==> src/adc_cfg_pkg.sv <==
package adc_cfg_pkg;

   // ==========================================================
   // frame layout (zero-based bit index in the 16-bit word)
   localparam int WORD_W = 16;
   localparam int RISE_MARK = 15;
   localparam int WRITE_BIT = 15;
   localparam int SEL_HI = 14;
   localparam int SEL_LO = 13;
   localparam int ADDR_HI = 12;
   localparam int ADDR_LO = 10;
   localparam int PM_HI = 7;
   localparam int PM_LO = 6;
   localparam int STEP_A = 3;
   localparam int STEP_B = 2;
   localparam int FIELD_HI = 12;
   localparam int FIELD_LO = 5;
   localparam int NUM_CH = 8;

   // ==========================================================
   // register select codes
   localparam logic [1:0] SEL_CONTROL = 2'h0;
   localparam logic [1:0] SEL_RANGE_LO = 2'h1;
   localparam logic [1:0] SEL_RANGE_HI = 2'h2;
   localparam logic [1:0] SEL_SEQUENCE = 2'h3;

   // ==========================================================
   // power and step codes
   localparam logic [1:0] PM_NORMAL = 2'h0;
   localparam logic [1:0] PM_AUTOSTANDBY = 2'h1;
   localparam logic [1:0] PM_AUTOSHUTDOWN = 2'h2;
   localparam logic [1:0] PM_FULL_OFF = 2'h3;
   localparam logic [1:0] STEP_SINGLE = 2'h0;
   localparam logic [1:0] STEP_PROGRAMMED = 2'h1;
   localparam logic [1:0] STEP_CONSECUTIVE = 2'h2;
   localparam logic [1:0] STEP_SINGLE_ALT = 2'h3;

   // ==========================================================
   // reset values
   localparam logic [7:0] RANGE_RESET = 8'h00;
   localparam logic [7:0] SEQ_RESET = 8'h00;
   localparam logic [2:0] CHAN_ZERO = 3'h0;

   typedef enum logic [1:0] {
      RANGE_BIP_10 = 2'h0,
      RANGE_BIP_5 = 2'h1,
      RANGE_BIP_2P5 = 2'h2,
      RANGE_UNI_10 = 2'h3
   } range_t;

   typedef struct packed {
      logic [2:0] channel;
      range_t range;
   } conv_req_t;

   typedef struct packed {
      logic [2:0] chan_addr;
      logic [1:0] power_sel;
      logic [1:0] step_ctl;
   } ctrl_t;

   localparam ctrl_t CTRL_RESET = '{chan_addr: 3'h0, power_sel: 2'h0, step_ctl: 2'h0};

   typedef enum logic [4:0] {
      PS_ON = 5'h01,
      PS_AWAKE = 5'h02,
      PS_STANDBY = 5'h04,
      PS_SHUTDOWN = 5'h08,
      PS_FULL_OFF = 5'h10
   } power_state_t;

endpackage

==> src/serial_frame_rx.sv <==
`timescale 1ns/1ps
module serial_frame_rx #(
   parameter int WORD_W = 16
) (
   // clock and reset
   input wire logic clk,
   input wire logic rstn,
   // serial pins
   input wire logic sclk,
   input wire logic cs_n,
   input wire logic din,
   // frame events
   output logic frame_start,
   output logic rise_mark,
   output logic frame_done,
   output logic [WORD_W-1:0] word
);

   // ==========================================================
   // synchronisers
   logic [2:0] sclk_s;
   logic [2:0] cs_s;
   logic [1:0] din_s;
   logic [4:0] fall_cnt;
   logic [4:0] rise_cnt;
   logic sclk_fall;
   logic sclk_rise;
   logic cs_fall;
   logic active;

   always_ff @(posedge clk or negedge rstn) begin
      if (!rstn) begin
         sclk_s <= 3'h7;
         cs_s <= 3'h7;
         din_s <= 2'h0;
      end else begin
         sclk_s <= {sclk_s[1:0], sclk};
         cs_s <= {cs_s[1:0], cs_n};
         din_s <= {din_s[0], din};
      end
   end

   assign sclk_fall = sclk_s[2] & ~sclk_s[1];
   assign sclk_rise = ~sclk_s[2] & sclk_s[1];
   assign cs_fall = cs_s[2] & ~cs_s[1];
   assign active = ~cs_s[1] & ~cs_s[2];

   // ==========================================================
   // shift and edge counting
   always_ff @(posedge clk or negedge rstn) begin
      if (!rstn) begin
         word <= '0;
         fall_cnt <= 5'h0;
         rise_cnt <= 5'h0;
         frame_start <= 1'b0;
         rise_mark <= 1'b0;
         frame_done <= 1'b0;
      end else begin
         frame_start <= cs_fall;
         rise_mark <= 1'b0;
         frame_done <= 1'b0;
         if (cs_fall) begin
            fall_cnt <= 5'h0;
            rise_cnt <= 5'h0;
         end else if (active) begin
            if (sclk_fall && fall_cnt < 5'(WORD_W)) begin
               word <= {word[WORD_W-2:0], din_s[1]};
               fall_cnt <= fall_cnt + 5'h1;
               frame_done <= (fall_cnt == 5'(WORD_W - 1));
            end
            if (sclk_rise && rise_cnt < 5'(WORD_W)) begin
               rise_cnt <= rise_cnt + 5'h1;
               rise_mark <= (rise_cnt == 5'(adc_cfg_pkg::RISE_MARK - 1));
            end
         end
      end
   end

endmodule

==> src/channel_stepper.sv <==
`timescale 1ns/1ps
module channel_stepper #(
   parameter int NUM_CH = 8
) (
   // clock and reset
   input wire logic clk,
   input wire logic rstn,
   // control
   input wire logic restart,
   input wire logic advance,
   input wire logic [1:0] step_ctl,
   input wire logic [NUM_CH-1:0] seq_mask,
   input wire logic [2:0] chan_addr,
   // selection
   output logic [2:0] channel
);

   logic [2:0] cur;

   // lowest enabled channel above from, wrapping
   function automatic logic [2:0] next_on(input logic [NUM_CH-1:0] m, input logic [2:0] from);
      logic [2:0] r;
      logic hit;
      r = adc_cfg_pkg::CHAN_ZERO;
      hit = 1'b0;
      for (int i = 1; i <= NUM_CH; i++) begin
         if (!hit && m[3'(from + 3'(i))]) begin
            r = 3'(from + 3'(i));
            hit = 1'b1;
         end
      end
      return r;
   endfunction

   always_comb begin
      unique case (step_ctl)
         adc_cfg_pkg::STEP_PROGRAMMED: channel = cur;
         adc_cfg_pkg::STEP_CONSECUTIVE: channel = cur;
         adc_cfg_pkg::STEP_SINGLE: channel = chan_addr;
         adc_cfg_pkg::STEP_SINGLE_ALT: channel = chan_addr;
      endcase
   end

   always_ff @(posedge clk or negedge rstn) begin
      if (!rstn) begin
         cur <= adc_cfg_pkg::CHAN_ZERO;
      end else if (restart) begin
         if (step_ctl == adc_cfg_pkg::STEP_PROGRAMMED) begin
            cur <= next_on(seq_mask, 3'(NUM_CH - 1));
         end else begin
            cur <= adc_cfg_pkg::CHAN_ZERO;
         end
      end else if (advance) begin
         if (step_ctl == adc_cfg_pkg::STEP_PROGRAMMED) begin
            cur <= next_on(seq_mask, cur);
         end else if (step_ctl == adc_cfg_pkg::STEP_CONSECUTIVE) begin
            cur <= (cur >= chan_addr) ? adc_cfg_pkg::CHAN_ZERO : cur + 3'h1;
         end
      end
   end

endmodule

==> src/adc_power_sequencer_range_cfg.sv <==
`timescale 1ns/1ps
module adc_power_sequencer_range_cfg #(
   parameter int NUM_CH = 8
) (
   // clock and reset
   input wire logic clk,
   input wire logic rstn,
   // serial pins
   input wire logic sclk,
   input wire logic cs_n,
   input wire logic din,
   // power controls
   output logic core_power_on,
   output logic ref_power_on,
   output logic [1:0] power_mode,
   // conversion request
   output logic conv_start,
   output adc_cfg_pkg::conv_req_t conv_req,
   output logic [1:0] step_mode
);

   // ==========================================================
   // frame receiver
   logic frame_start;
   logic rise_mark;
   logic frame_done;
   logic [adc_cfg_pkg::WORD_W-1:0] rx_word;
   logic [adc_cfg_pkg::WORD_W-1:0] early_word;

   serial_frame_rx #(
      .WORD_W(adc_cfg_pkg::WORD_W)
   ) u_rx (
      .clk(clk),
      .rstn(rstn),
      .sclk(sclk),
      .cs_n(cs_n),
      .din(din),
      .frame_start(frame_start),
      .rise_mark(rise_mark),
      .frame_done(frame_done),
      .word(rx_word)
   );

   // at the 15th rise only fifteen bits are in; realign to full word positions
   assign early_word = {rx_word[adc_cfg_pkg::WORD_W-2:0], 1'b0};

   // ==========================================================
   // field helpers
   function automatic logic is_write(input logic [adc_cfg_pkg::WORD_W-1:0] w);
      return w[adc_cfg_pkg::WRITE_BIT];
   endfunction

   function automatic logic [1:0] sel_of(input logic [adc_cfg_pkg::WORD_W-1:0] w);
      return {w[adc_cfg_pkg::SEL_HI], w[adc_cfg_pkg::SEL_LO]};
   endfunction

   function automatic logic [1:0] pm_of(input logic [adc_cfg_pkg::WORD_W-1:0] w);
      return {w[adc_cfg_pkg::PM_HI], w[adc_cfg_pkg::PM_LO]};
   endfunction

   function automatic logic [7:0] field_of(input logic [adc_cfg_pkg::WORD_W-1:0] w);
      return w[adc_cfg_pkg::FIELD_HI:adc_cfg_pkg::FIELD_LO];
   endfunction

   function automatic logic ctrl_write(input logic [adc_cfg_pkg::WORD_W-1:0] w);
      return is_write(w) && (sel_of(w) == adc_cfg_pkg::SEL_CONTROL);
   endfunction

   // ==========================================================
   // registers
   adc_cfg_pkg::ctrl_t ctrl_reg;
   logic [7:0] seq_reg;
   logic [7:0] range_lo_reg;
   logic [7:0] range_hi_reg;
   logic [NUM_CH-1:0] seq_mask;
   logic restart_reg;

   always_ff @(posedge clk or negedge rstn) begin
      if (!rstn) begin
         ctrl_reg <= adc_cfg_pkg::CTRL_RESET;
      end else if (frame_done && ctrl_write(rx_word)) begin
         ctrl_reg.chan_addr <= rx_word[adc_cfg_pkg::ADDR_HI:adc_cfg_pkg::ADDR_LO];
         ctrl_reg.power_sel <= pm_of(rx_word);
         ctrl_reg.step_ctl <= {rx_word[adc_cfg_pkg::STEP_A],
                               rx_word[adc_cfg_pkg::STEP_B]};
      end
   end

   always_ff @(posedge clk or negedge rstn) begin
      if (!rstn) begin
         seq_reg <= adc_cfg_pkg::SEQ_RESET;
      end else if (frame_done && is_write(rx_word)
                   && sel_of(rx_word) == adc_cfg_pkg::SEL_SEQUENCE) begin
         seq_reg <= field_of(rx_word);
      end
   end

   always_ff @(posedge clk or negedge rstn) begin
      if (!rstn) begin
         range_lo_reg <= adc_cfg_pkg::RANGE_RESET;
         range_hi_reg <= adc_cfg_pkg::RANGE_RESET;
      end else if (frame_done && is_write(rx_word)) begin
         if (sel_of(rx_word) == adc_cfg_pkg::SEL_RANGE_LO) begin
            range_lo_reg <= field_of(rx_word);
         end
         if (sel_of(rx_word) == adc_cfg_pkg::SEL_RANGE_HI) begin
            range_hi_reg <= field_of(rx_word);
         end
      end
   end

   // a control write restarts the stepper once the new fields are stored
   always_ff @(posedge clk or negedge rstn) begin
      if (!rstn) begin
         restart_reg <= 1'b0;
      end else begin
         restart_reg <= frame_done && ctrl_write(rx_word);
      end
   end

   // first channel sits in the top bit of the stored field
   always_comb begin
      for (int i = 0; i < NUM_CH; i++) begin
         seq_mask[i] = seq_reg[NUM_CH-1-i];
      end
   end

   // ==========================================================
   // range lookup
   function automatic adc_cfg_pkg::range_t range_of(input logic [2:0] ch,
                                                    input logic [7:0] lo,
                                                    input logic [7:0] hi);
      logic [7:0] r;
      logic [1:0] pos;
      r = ch[2] ? hi : lo;
      pos = 2'(3 - ch[1:0]);
      return adc_cfg_pkg::range_t'({r[{pos, 1'b1}], r[{pos, 1'b0}]});
   endfunction

   // ==========================================================
   // channel stepping
   logic [2:0] next_chan;
   logic take_conv;

   channel_stepper #(
      .NUM_CH(NUM_CH)
   ) u_step (
      .clk(clk),
      .rstn(rstn),
      .restart(restart_reg),
      .advance(take_conv),
      .step_ctl(ctrl_reg.step_ctl),
      .seq_mask(seq_mask),
      .chan_addr(ctrl_reg.chan_addr),
      .channel(next_chan)
   );

   // ==========================================================
   // power state
   adc_cfg_pkg::power_state_t pstate;
   logic [1:0] pm_eff;

   function automatic adc_cfg_pkg::power_state_t down_state(input logic [1:0] pm);
      adc_cfg_pkg::power_state_t s;
      unique case (pm)
         adc_cfg_pkg::PM_FULL_OFF: s = adc_cfg_pkg::PS_FULL_OFF;
         adc_cfg_pkg::PM_AUTOSHUTDOWN: s = adc_cfg_pkg::PS_SHUTDOWN;
         adc_cfg_pkg::PM_AUTOSTANDBY: s = adc_cfg_pkg::PS_STANDBY;
         adc_cfg_pkg::PM_NORMAL: s = adc_cfg_pkg::PS_ON;
      endcase
      return s;
   endfunction

   always_ff @(posedge clk or negedge rstn) begin
      if (!rstn) begin
         pm_eff <= adc_cfg_pkg::PM_NORMAL;
      end else if (rise_mark && ctrl_write(early_word)) begin
         pm_eff <= pm_of(early_word);
      end
   end

   always_ff @(posedge clk or negedge rstn) begin
      if (!rstn) begin
         pstate <= adc_cfg_pkg::PS_ON;
      end else begin
         unique case (pstate)
            adc_cfg_pkg::PS_ON: begin
               if (rise_mark && ctrl_write(early_word)) begin
                  pstate <= down_state(pm_of(early_word));
               end
            end
            adc_cfg_pkg::PS_AWAKE: begin
               if (rise_mark && ctrl_write(early_word)) begin
                  pstate <= down_state(pm_of(early_word));
               end else if (rise_mark) begin
                  pstate <= down_state(pm_eff);
               end
            end
            adc_cfg_pkg::PS_STANDBY, adc_cfg_pkg::PS_SHUTDOWN: begin
               if (frame_start) begin
                  pstate <= adc_cfg_pkg::PS_AWAKE;
               end
            end
            adc_cfg_pkg::PS_FULL_OFF: begin
               if (rise_mark && ctrl_write(early_word)) begin
                  pstate <= down_state(pm_of(early_word));
               end
            end
            default: pstate <= adc_cfg_pkg::PS_ON;
         endcase
      end
   end

   // ==========================================================
   // power outputs
   always_ff @(posedge clk or negedge rstn) begin
      if (!rstn) begin
         core_power_on <= 1'b1;
         ref_power_on <= 1'b1;
         power_mode <= adc_cfg_pkg::PM_NORMAL;
      end else begin
         core_power_on <= (pstate == adc_cfg_pkg::PS_ON)
                          || (pstate == adc_cfg_pkg::PS_AWAKE);
         ref_power_on <= (pstate == adc_cfg_pkg::PS_ON) || (pstate == adc_cfg_pkg::PS_AWAKE)
                         || (pstate == adc_cfg_pkg::PS_STANDBY);
         power_mode <= pm_eff;
      end
   end

   // ==========================================================
   // conversion request
   assign take_conv = frame_start && (pstate != adc_cfg_pkg::PS_FULL_OFF);

   always_ff @(posedge clk or negedge rstn) begin
      if (!rstn) begin
         conv_start <= 1'b0;
         conv_req <= '{channel: adc_cfg_pkg::CHAN_ZERO, range: adc_cfg_pkg::RANGE_BIP_10};
         step_mode <= adc_cfg_pkg::STEP_SINGLE;
      end else begin
         conv_start <= take_conv;
         step_mode <= ctrl_reg.step_ctl;
         if (take_conv) begin
            conv_req.channel <= next_chan;
            conv_req.range <= range_of(next_chan, range_lo_reg, range_hi_reg);
         end
      end
   end

endmodule

==> config.mk <==
export PLATFORM = sky130hd
export DESIGN_NAME = adc_power_sequencer_range_cfg
export DESIGN_NICKNAME = d
export VERILOG_FILES = /design/src/adc_cfg_pkg.sv /design/src/serial_frame_rx.sv /design/src/channel_stepper.sv /design/src/adc_power_sequencer_range_cfg.sv
export SDC_FILE = /design/constraint.sdc
export NUM_CORES = 1
export LEC_CHECK = 0
export ABC_AREA = 1
export ABC_CLOCK_PERIOD_IN_PS = 2500
export BUFFER_PORTS_ARGS = -buffer_cell sky130_fd_sc_hd__clkbuf_2
export CORE_MARGIN = 2
export CORE_UTILIZATION = 43
export CTS_BUF_LIST = sky130_fd_sc_hd__clkbuf_16
export DETAILED_ROUTE_END_ITERATION = 8
export PLACE_DENSITY = 0.61
export SLEW_MARGIN = 20
export SYNTH_ARGS = -nofsm -noshare
export SYNTH_HDL_FRONTEND = slang
export SYNTH_HIERARCHICAL = 1
export SYNTH_SLANG_ARGS = --single-unit
==> constraint.sdc <==
create_clock -name clk -period 2.5 [get_ports clk]
set_input_delay 0.5 -clock clk [delete_from_list [all_inputs] [get_ports clk]]
set_output_delay 0.5 -clock clk [all_outputs]
set_load 0.005 [all_outputs]
==> implementation parameters, run 1 <==
Parameter                              Value

Run status
  Result of the run    completed

Power
  Static leakage    2.66 nW
  Power per cell area    522 nW/µm²
  Worst vdd ir    448 µV

Final layout
  Area overhead of the layout relative to synthesis    9.76%
  Most used cells in the layout excluding fill and tap cells    nand2_1 (207), dfrtp_1 (80), inv_1 (62), nor2_1 (49), nand3_1 (48)
  Most common library cell in the layout ignoring fill and taps    nand2_1
  Fill cell count    1067
  Final std cell area, no fill    5290 µm²
  Final-stage net count    653
  Largest register by flop count    u_rx/word
  Flip-flop count of the largest register, all copies and words added    16
  Utilization after layout    48.6%
  Fraction of layout instances using a drive strength above 1    15.3%
  Ant diodes    0

STA
  Hold Vio Cnt, Final    0
  Setup Viol. Count Final    0
  Worst-margin pin slew    0.542 ns
  Min Clock Period, post-route    2.20 ns
  Fmax    454 MHz
  RSZ-0062 raised after global routing    false
  Fin. max-slew vios    0
  Worst clock skew    0.00609 ns
  Share of the clock period used by the worst path after layout    88.2%
  Post-Route Hold Slack    0.0732 ns
  Worst slew margin relative to its limit    63.8%
  Total negative slack for setup checks    0 ns
  Setup WS post-layout    0.296 ns

Logic synthesis
  Warnings from Yosys    6
  Sequential cell area fraction in the yosys report    46.5%
  Average cell area after synthesis    7.83 µm²
  Syn Std Cell Area    4820 µm²
  Library cells used by synthesis    39
  Synth Instances    615
  Post-synth ARST share    100%
  Main flop type after synthesis    dfrtp_1
  Area contributors post-synth    dfrtp_1 (42%), nand2_1 (16%), nand3_1 (5.0%), dfstp_2 (4.9%), inv_1 (4.8%)
  Area share of the largest cell type after synthesis    41.5%
  Library cell with the largest summed area after synthesis    dfrtp_1
  Seq cells post-synth    89
  Number of flops mapped to enable cells by yosys    0
  Synthesized Nets    631

Drt
  Number of nets still failing antenna checks after routing    0
  Remaining design rule violation count    0
  Post-detailed-routing wire length    9940 µm
  Wire per inst    12.7 µm
  Via count    3895
  Number of DRC violations after detailed-routing iteration 0    196
  Length of the first detailed-routing pass in iterations    6
  Post-DR vias/cell    4.99

Clock network
  TritonCTS sink count    89
  Number of CTS-inserted buffers    9
  Cts hold-fix bufs    0
  Maximum number of buffers from clock root to sink    2
  Total setup buffers inserted after CTS    0
  CTS tree    done
  Clock insertion delay at the later pin of the skew report    0.33 ns
  Number of gates resized after cts    0
  CTS H-tree lvls    3
  Clock slew seen by the registers of the worst setup and hold paths    0.06 ns
  Root Buffer Master    clkbuf_16

Worst setup path
  Critical Path Start    u_step/cur[1]$_DFFE_PN0P_
  Buffers & Inverters on Critical Path    3
  Destination of the critical timing path    u_step/cur[0]$_DFFE_PN0P_
  Most prevalent standard cell on the critical path    nand3_1
  Instance count on the critical path    16
  Critical-path top delay cell    dfrtp_1
  Critical Path RT    2.72 ns
  Cells along the critical path    inv_2 > ha_1 > inv_2 > nand3_1 > nand3_2 > nand2_4 > inv_2 > nand3_1 > nor2_1 > nand3_1 > nand3_1 > nand3_1 > nand2_1 > nand2_1 > nand2_1 > nand2_1
  Type of the worst setup path    reg2reg
  Reg-to-reg startpoint    u_step/cur[1]$_DFFE_PN0P_
  Critical R2R Capture    u_step/cur[0]$_DFFE_PN0P_
  R2r setup slk    0.30 ns
  WP data arrival    2.42 ns
  Largest driver fanout on the critical path    9
  Slowest cell delay on critical path    0.38 ns
  Dominant delay contributor by cell family on the critical path    simple AND/OR/NAND/NOR gates
  Nature of the critical path startpoint    register
  Number of cells on the worst reg-to-reg path    16
  Crit end category    register

Global routing
  Met3 Resource Use GR    3.73%
  Antenna violations before repair    0
  Number of global-route vias before repair    3798
  Global-route met1 utilization    24.4%
  First-pass GRT wire length    17300 µm
  GR Util All Layers    18.3%
  Most utilized layer in the global route result    met2
  Overflow left after global routing    0
  Global routing met2 resource utilization    29.7%
  Pin count of the biggest net entering global routing    45

Die
  Placeable core region    10900 µm²
  Starting Density    44.3%
  Row cnt    38
  Die width    110 µm
  Full die area    12100 µm²
  Die boundary height    110 µm
  Count of boundary I/O pins    17

Placed design
  Final weighted congestion of routability-driven global placement    0.916
  DP Wirelength    7440 µm
  Number of port buffers    16
  Post-Place Setup Slack    0.314 ns
  Placement Cell Area    5040 µm²

Hold path
  Worst hold path class    in2async

Run
  Max Cap Violations    0
[worst register-to-register path, stage by stage (launching register included)]
cell     delay [ns]
dfrtp_1        0.38
inv_2          0.14
ha_1           0.34
inv_2          0.18
nand3_1        0.13
nand3_2        0.11
nand2_4        0.09
inv_2          0.06
nand3_1        0.09
nor2_1         0.10
nand3_1        0.10
nand3_1        0.10
nand3_1        0.07
nand2_1        0.06
nand2_1        0.05
nand2_1        0.06
nand2_1        0.04
[synth_stat cells, types with 2 or more instances]
master	n
a21oi_1	13
nor2_2	7
o22ai_1	2
xor2_1	3
nor2_1	49
nand4_1	5
o31ai_1	2
nand2_2	16
inv_2	8
inv_1	61
nor2_4	5
dfrtp_1	80
ha_1	11
o21ai_1	3
buf_2	3
dfstp_2	9
nor3_1	3
buf_6	7
nand3_1	48
o211ai_1	5
o21ai_0	43
nand3_2	9
nand2_1	207
[kinds of logic (layout without fill, tap and decap cells)]
logic type,after synthesis,after routing,synth area share [%]
AOI/OAI and AO/OA,75,75,8.80
adders and majority gates,11,11,2.86
buffers and inverters,81,107,7.56
xor gates and xnor gates,4,4,0.727
and+or+nand+nor,355,355,33.6
DFF,89,89,46.5
[layout make-up]
cell class	instances	area, µm²	share of cell area [%]
clock inverter	6	27.5	0.520
multi-input combinational	445	2220	41.9
sequential	89	2240	42.3
clock buffer	9	225	4.26
inverter	69	259	4.90
timing repair buffer	23	148	2.79
tap	140	175	3.31
[routing by layer]
layer / vias up / routed length [µm]
li1: 1999 / -
met1: 1828 / 4710
met2: 58 / 4770
met3: 10 / 321
met4: 0 / 129
met5: - / 0
[worst min-delay path by stage]
stage                                   to  cells past startpoint  slack [ns]                    start
2_1_floorplan      conv_req[0]$_DFFE_PN0P_                      0        0.20                     rstn
3_3_place_gp       u_rx/din_s[1]$_DFF_PN0_                      0        0.33  u_rx/din_s[0]$_DFF_PN0_
3_5_place_dp       u_rx/din_s[1]$_DFF_PN0_                      0        0.34  u_rx/din_s[0]$_DFF_PN0_
4_1_cts            conv_req[4]$_DFFE_PN0P_                      1        0.08                     rstn
5_1_grt        range_hi_reg[3]$_DFFE_PN0P_                      1         0.1                     rstn
6_report           conv_req[4]$_DFFE_PN0P_                      1        0.07                     rstn
[metrics by stage]
| step | cells | total power, mW |
|---|---|---|
| 2_1_floorplan | 615 | 1.57 |
| 3_3_place_gp | 766 | 1.63 |
| 3_5_place_dp | 766 | 1.63 |
| 4_1_cts | 781 | 2.81 |
| 5_1_grt | 781 | 2.89 |
| 6_report | 781 | 2.76 |
[power breakdown]
| group | leakage [nW] | internal, mW | switching (mW) | total, mW |
|---|---|---|---|---|
| logic | 1.32 | 0.0287 | 0.0711 | 0.0998 |
| registers | 1.20 | 1.48 | 0.0240 | 1.50 |
| clock network | 0.133 | 0.653 | 0.509 | 1.16 |
Note: power is estimated with default switching activity, not from simulation.
==> run 2, diff against run 1 <==
Settings changed: CORE_UTILIZATION 43 to 60, PLACE_DENSITY 0.61 to 0.8.
==> implementation parameters, run 2 (same netlist as run 1, synthesis figures left out) <==
Parameter                              Value

Drt
  Via count    4011
  Number of DRC violations after detailed-routing iteration 0    258
  Remaining design rule violation count    0
  Length of the first detailed-routing pass in iterations    5
  Wire per inst    13.5 µm
  Post-DR vias/cell    5.38
  Number of nets still failing antenna checks after routing    0
  Post-detailed-routing wire length    10000 µm

STA
  Setup Viol. Count Final    0
  Worst-margin pin slew    0.536 ns
  Setup WS post-layout    0.246 ns
  RSZ-0062 raised after global routing    false
  Total negative slack for setup checks    0 ns
  Post-Route Hold Slack    0.133 ns
  Hold Vio Cnt, Final    0
  Share of the clock period used by the worst path after layout    90.2%
  Fmax    444 MHz
  Worst clock skew    0.00918 ns
  Min Clock Period, post-route    2.25 ns
  Fin. max-slew vios    0
  Worst slew margin relative to its limit    64.2%

Final layout
  Area overhead of the layout relative to synthesis    9.19%
  Fill cell count    677
  Flip-flop count of the largest register, all copies and words added    16
  Area taken by multi-input logic gates    2220 µm²
  FF/Latch Area    2240 µm²
  Largest register by flop count    u_rx/word
  Most common library cell in the layout ignoring fill and taps    nand2_1
  Ant diodes    0
  Most used cells in the layout excluding fill and tap cells    nand2_1 (207), dfrtp_1 (80), inv_1 (61), nor2_1 (49), nand3_1 (48)
  Final-stage net count    654
  Fraction of layout instances using a drive strength above 1    15.7%

Clock network
  Root Buffer Master    clkbuf_16
  CTS H-tree lvls    3
  Number of CTS-inserted buffers    9
  Maximum number of buffers from clock root to sink    2
  Clock slew seen by the registers of the worst setup and hold paths    0.07 ns
  TritonCTS sink count    89
  Total setup buffers inserted after CTS    0
  CTS tree    done
  Cts hold-fix bufs    0
  Clock insertion delay at the later pin of the skew report    0.34 ns
  Number of gates resized after cts    0

Die
  Die boundary height    93.6 µm
  Starting Density    62.0%
  Row cnt    32
  Full die area    8760 µm²
  Placeable core region    7770 µm²
  Count of boundary I/O pins    17
  Die width    93.6 µm

Power
  Clock share of power    44.1%
  Power per cell area    543 nW/µm²
  Share of total power consumed by net switching    23.5%
  Worst vdd ir    419 µV
  Part of the power in combinational logic    3.5%
  Sequential Power Share    52.5%
  Internal power    2.19 mW
  Static leakage    2.66 nW
  Switching power summed over all nets    673 µW

Hold path
  Worst hold path class    in2async

Global routing
  Antenna violations before repair    0
  GR Util All Layers    25.9%
  Pin count of the biggest net entering global routing    43
  First-pass GRT wire length    17900 µm
  Overflow left after global routing    0
  Number of global-route vias before repair    3989

Placed design
  Final weighted congestion of routability-driven global placement    0.897
  Post-Place Setup Slack    0.276 ns
  DP Wirelength    7340 µm
  Number of port buffers    16

Run
  Max Cap Violations    0

Run status
  Result of the run    completed

Worst setup path
  WP data arrival    2.48 ns
  Critical Path Start    u_step/cur[1]$_DFFE_PN0P_
  Type of the worst setup path    reg2reg
  Critical Path RT    2.73 ns
  Nature of the critical path startpoint    register
  Largest driver fanout on the critical path    9
  Reg-to-reg startpoint    u_step/cur[1]$_DFFE_PN0P_
  Crit end category    register
[run 2: path summary, 6_finish.rpt]
| path | to | slack, ns | cells past startpoint |
|---|---|---|---|
| worst max-delay path | u_step/cur[1]$_DFFE_PN0P_ | 0.25 | 13 |
| worst min-delay path | range_hi_reg[6]$_DFFE_PN0P_ | 0.13 | 1 |
| worst max register to register | u_step/cur[1]$_DFFE_PN0P_ | 0.25 | 13 |
| worst min register to register | u_rx/din_s[1]$_DFF_PN0_ | 0.35 | 0 |
| max in group asynchronous | u_rx/sclk_s[1]$_DFF_PN1_ | 1.65 | 2 |
| min in group clk | u_rx/cs_s[0]$_DFF_PN1_ | 0.23 | 1 |
[run 2: stage by stage]
step	power (mW)	area (µm²)	instances	util, %
after floorplan	1.57	4820	615	-
after global placement	1.62	4980	729	64.2
after detailed placement	1.63	4980	729	64.2
after CTS	2.88	5260	745	67.7
after global routing	2.96	5260	745	67.7
final	2.86	5260	745	67.7
[run 2: cell type report]
class	instances	share of cell area, %
sequential	89	42.5
multi-input combinational	445	42.1
inverter	69	4.92
clock buffer	9	4.28
timing repair buffer	24	2.71
tap	102	2.43
clock inverter	7	0.999
[run 2: power by group through the flow]
stage	registers [mW]	logic, mW	clock network, mW
after floorplan	1.52	0.0534	0
after global placement	1.52	0.0968	0
after detailed placement	1.53	0.101	0
after CTS	1.50	0.102	1.28
after global routing	1.50	0.118	1.34
final	1.50	0.0993	1.26
[run 2: routing by layer]
metal  wire, µm  global-route usage (%)
met5          0                       0
met4        208                    9.30
met3        331                    3.46
met2       4850                    43.5
met1       4640                    34.5
[run 2: critical path: stages (launching register included)]
cell and delay, ns:
dfrtp_1 0.38, inv_2 0.15, ha_1 0.34, inv_2 0.18, nand3_1 0.14, nand3_2 0.12
nand2_4 0.09, nor2_8 0.14, nand4_4 0.10, nor2_4 0.14, nand2_2 0.08, nand3_2 0.10
nand2_1 0.05, a21boi_1 0.12
==> run 3, diff against run 2 <==
Settings changed: SYNTH_HIERARCHICAL 1 to default.
==> implementation parameters, run 3 <==
Parameter                              Value

Clock network
  Clock slew seen by the registers of the worst setup and hold paths    0.06 ns
  Total setup buffers inserted after CTS    0
  Root Buffer Master    clkbuf_16
  Cts hold-fix bufs    0
  Clock insertion delay at the later pin of the skew report    0.34 ns
  Maximum number of buffers from clock root to sink    2
  Number of CTS-inserted buffers    9
  TritonCTS sink count    89
  CTS H-tree lvls    3
  CTS tree    done

Die
  Count of boundary I/O pins    17
  Row cnt    31
  Die width    91.6 µm
  Placeable core region    7330 µm²
  Starting Density    62.8%
  Die boundary height    91.6 µm
  Full die area    8390 µm²

STA
  Fmax    439 MHz
  Worst slew margin relative to its limit    53.9%
  Worst-margin pin slew    0.692 ns
  Hold Vio Cnt, Final    0
  Worst clock skew    0.00505 ns
  Post-Route Hold Slack    0.155 ns
  Setup Viol. Count Final    0
  Min Clock Period, post-route    2.28 ns
  Share of the clock period used by the worst path after layout    91.2%
  Total negative slack for setup checks    0 ns
  Fin. max-slew vios    0
  RSZ-0062 raised after global routing    false
  Setup WS post-layout    0.220 ns

Final layout
  Flip-flop count of the largest register, all copies and words added    16
  Ant diodes    0
  Area taken by multi-input logic gates    2020 µm²
  Fraction of layout instances using a drive strength above 1    15.3%
  Final std cell area, no fill    5140 µm²
  Largest register by flop count    u_rx.word
  Area overhead of the layout relative to synthesis    11.5%
  Most used cells in the layout excluding fill and tap cells    nand2_1 (132), dfrtp_1 (80), inv_1 (69), o21ai_0 (60), nor2_1 (41)
  Most common library cell in the layout ignoring fill and taps    nand2_1
  Final-stage net count    598
  FF/Latch Area    2240 µm²
  Fill cell count    550

Worst setup path
  R2r setup slk    0.22 ns
  Number of cells on the worst reg-to-reg path    16
  WP data arrival    2.51 ns
  Type of the worst setup path    reg2reg
  Crit end category    register
  Largest driver fanout on the critical path    8
  Critical R2R Capture    u_step.cur[0]$_DFFE_PN0P_
  Critical Path RT    2.73 ns
  Reg-to-reg startpoint    u_step.cur[1]$_DFFE_PN0P_
  Nature of the critical path startpoint    register

Logic synthesis
  Top cell types by occurrence after synthesis    nand2_1 (132), dfrtp_1 (80), inv_1 (67)
  Leading cell type by number of instances after synthesis    nand2_1
  Synth Instances    556
  Library cell with the largest summed area after synthesis    dfrtp_1
  Synthesized Nets    572
  Warnings from Yosys    0
  Seq cells post-synth    89
  Library cells used by synthesis    51
  Average cell area after synthesis    8.28 µm²
  Sequential cell area fraction in the yosys report    48.6%
  Number of flops mapped to enable cells by yosys    0
  Area share of the largest cell type after synthesis    43.5%
  Post-synth ARST share    100%
  Area contributors post-synth    dfrtp_1 (43%), nand2_1 (11%), o21ai_0 (6.5%), inv_1 (5.5%), dfstp_2 (5.1%)
  Main flop type after synthesis    dfrtp_1
  Syn Std Cell Area    4600 µm²

Global routing
  Overflow left after global routing    0
  Number of global-route vias before repair    3660
  First-pass GRT wire length    16100 µm
  Antenna violations before repair    0
  Pin count of the biggest net entering global routing    46
  GR Util All Layers    24.0%

Power
  Internal power    2.37 mW
  Switching power summed over all nets    743 µW
  Overall power after layout    3.11 mW
  Power per cell area    605 nW/µm²
  Static leakage    2.49 nW
  Share of total power consumed by net switching    23.9%
  Part of the power in combinational logic    6.4%
  Sequential Power Share    50.8%
  Clock share of power    42.8%
  Worst vdd ir    528 µV

Drt
  Number of nets still failing antenna checks after routing    0
  Wire length on met2    4520 µm
  Post-detailed-routing wire length    9310 µm
  Wire per inst    13.6 µm
  Via count    3800
  Uppermost signal routing layer after detailed routing    met4
  Length of the first detailed-routing pass in iterations    5
  Post-route met1 wirelength    3980 µm
  Post-DR vias/cell    5.54
  Number of DRC violations after detailed-routing iteration 0    239
  Remaining design rule violation count    0
  Wire length on met3    589 µm

Run
  Max Cap Violations    0

Placed design
  Final weighted congestion of routability-driven global placement    0.932
  Number of port buffers    16
  Placement Cell Area    4840 µm²
  DP Wirelength    6610 µm
  Post-Place Setup Slack    0.172 ns

Hold path
  Worst hold path class    in2async

Run status
  Result of the run    completed
==> run 3: cell type report <==
class,instances,share of cell area [%]
Clock inverter,7,1.39
Inverter,75,5.65
Multi-Input combinational cell,381,39.3
Timing Repair Buffer,26,3.31
Clock buffer,9,4.38
Sequential cell,89,43.6
Tap cell,99,2.41
==> run 3: worst max path at each step <==
stage	startpoint	slack, ns	endpoint	cells past startpoint
3_5_place_dp	u_step.cur[1]$_DFFE_PN0P_	0.17	u_step.cur[0]$_DFFE_PN0P_	16
4_1_cts	u_step.cur[1]$_DFFE_PN0P_	0.16	u_step.cur[0]$_DFFE_PN0P_	16
3_3_place_gp	u_step.cur[1]$_DFFE_PN0P_	0.23	u_step.cur[0]$_DFFE_PN0P_	16
5_1_grt	u_step.cur[1]$_DFFE_PN0P_	0.005	u_step.cur[1]$_DFFE_PN0P_	16
2_1_floorplan	u_step.cur[1]$_DFFE_PN0P_	0.18	u_step.cur[0]$_DFFE_PN0P_	18
6_report	u_step.cur[1]$_DFFE_PN0P_	0.22	u_step.cur[0]$_DFFE_PN0P_	16
==> run 3: cells by family after synthesis <==
group,after synthesis,synth area share (%)
muxes,1,0.245
and+or+nand+nor,264,26.8
DFF,89,48.6
AOI/OAI and AO/OA,102,12.6
adders and majority gates,11,2.99
xor gates and xnor gates,3,1.14
buffers and inverters,86,7.64
==> run 3: power groups by stage <==
stage / Clock (mW) / Sequential, mW / Combinational [mW]
4_1_cts: 1.36 / 1.58 / 0.203
6_report: 1.33 / 1.58 / 0.199
2_1_floorplan: 0 / 1.59 / 0.131
3_3_place_gp: 0 / 1.60 / 0.195
3_5_place_dp: 0 / 1.61 / 0.202
5_1_grt: 1.41 / 1.59 / 0.237
==> run 3: worst max-delay path, stage by stage, from the launching register on <==
cell and delay, ns:
dfrtp_1 0.36, clkinv_2 0.13, ha_2 0.36, inv_2 0.12, nand3_1 0.12, nand3_2 0.12
nand2_4 0.09, nor2_8 0.17, nand4_4 0.10, nor2_4 0.14, nand2_2 0.07, nand2_2 0.07
nand2_4 0.06, o21ai_4 0.08, nor2_2 0.06, nand2_1 0.07, o21ai_2 0.05
==> run 3: metal layers <==
metal / vias to the layer above / GRT usage (%)
met1: 1785 / 29.9
met2: 113 / 40.6
met5: - / 0
met3: 19 / 5.39
li1: 1883 / -
met4: 0 / 9.47
==> run 3: repair_timing <==
action	CTS	global route
gates resized for setup	0	1
endpoints found under the hold margin	0	0
setup endpoints to repair	0	3
==> run 3: metrics by stage <==
step	util, %	instances
global route	70.1	686
global placement	66.0	670
finish	70.1	686
floorplan	-	556
detailed placement	66.0	670
CTS	70.0	686
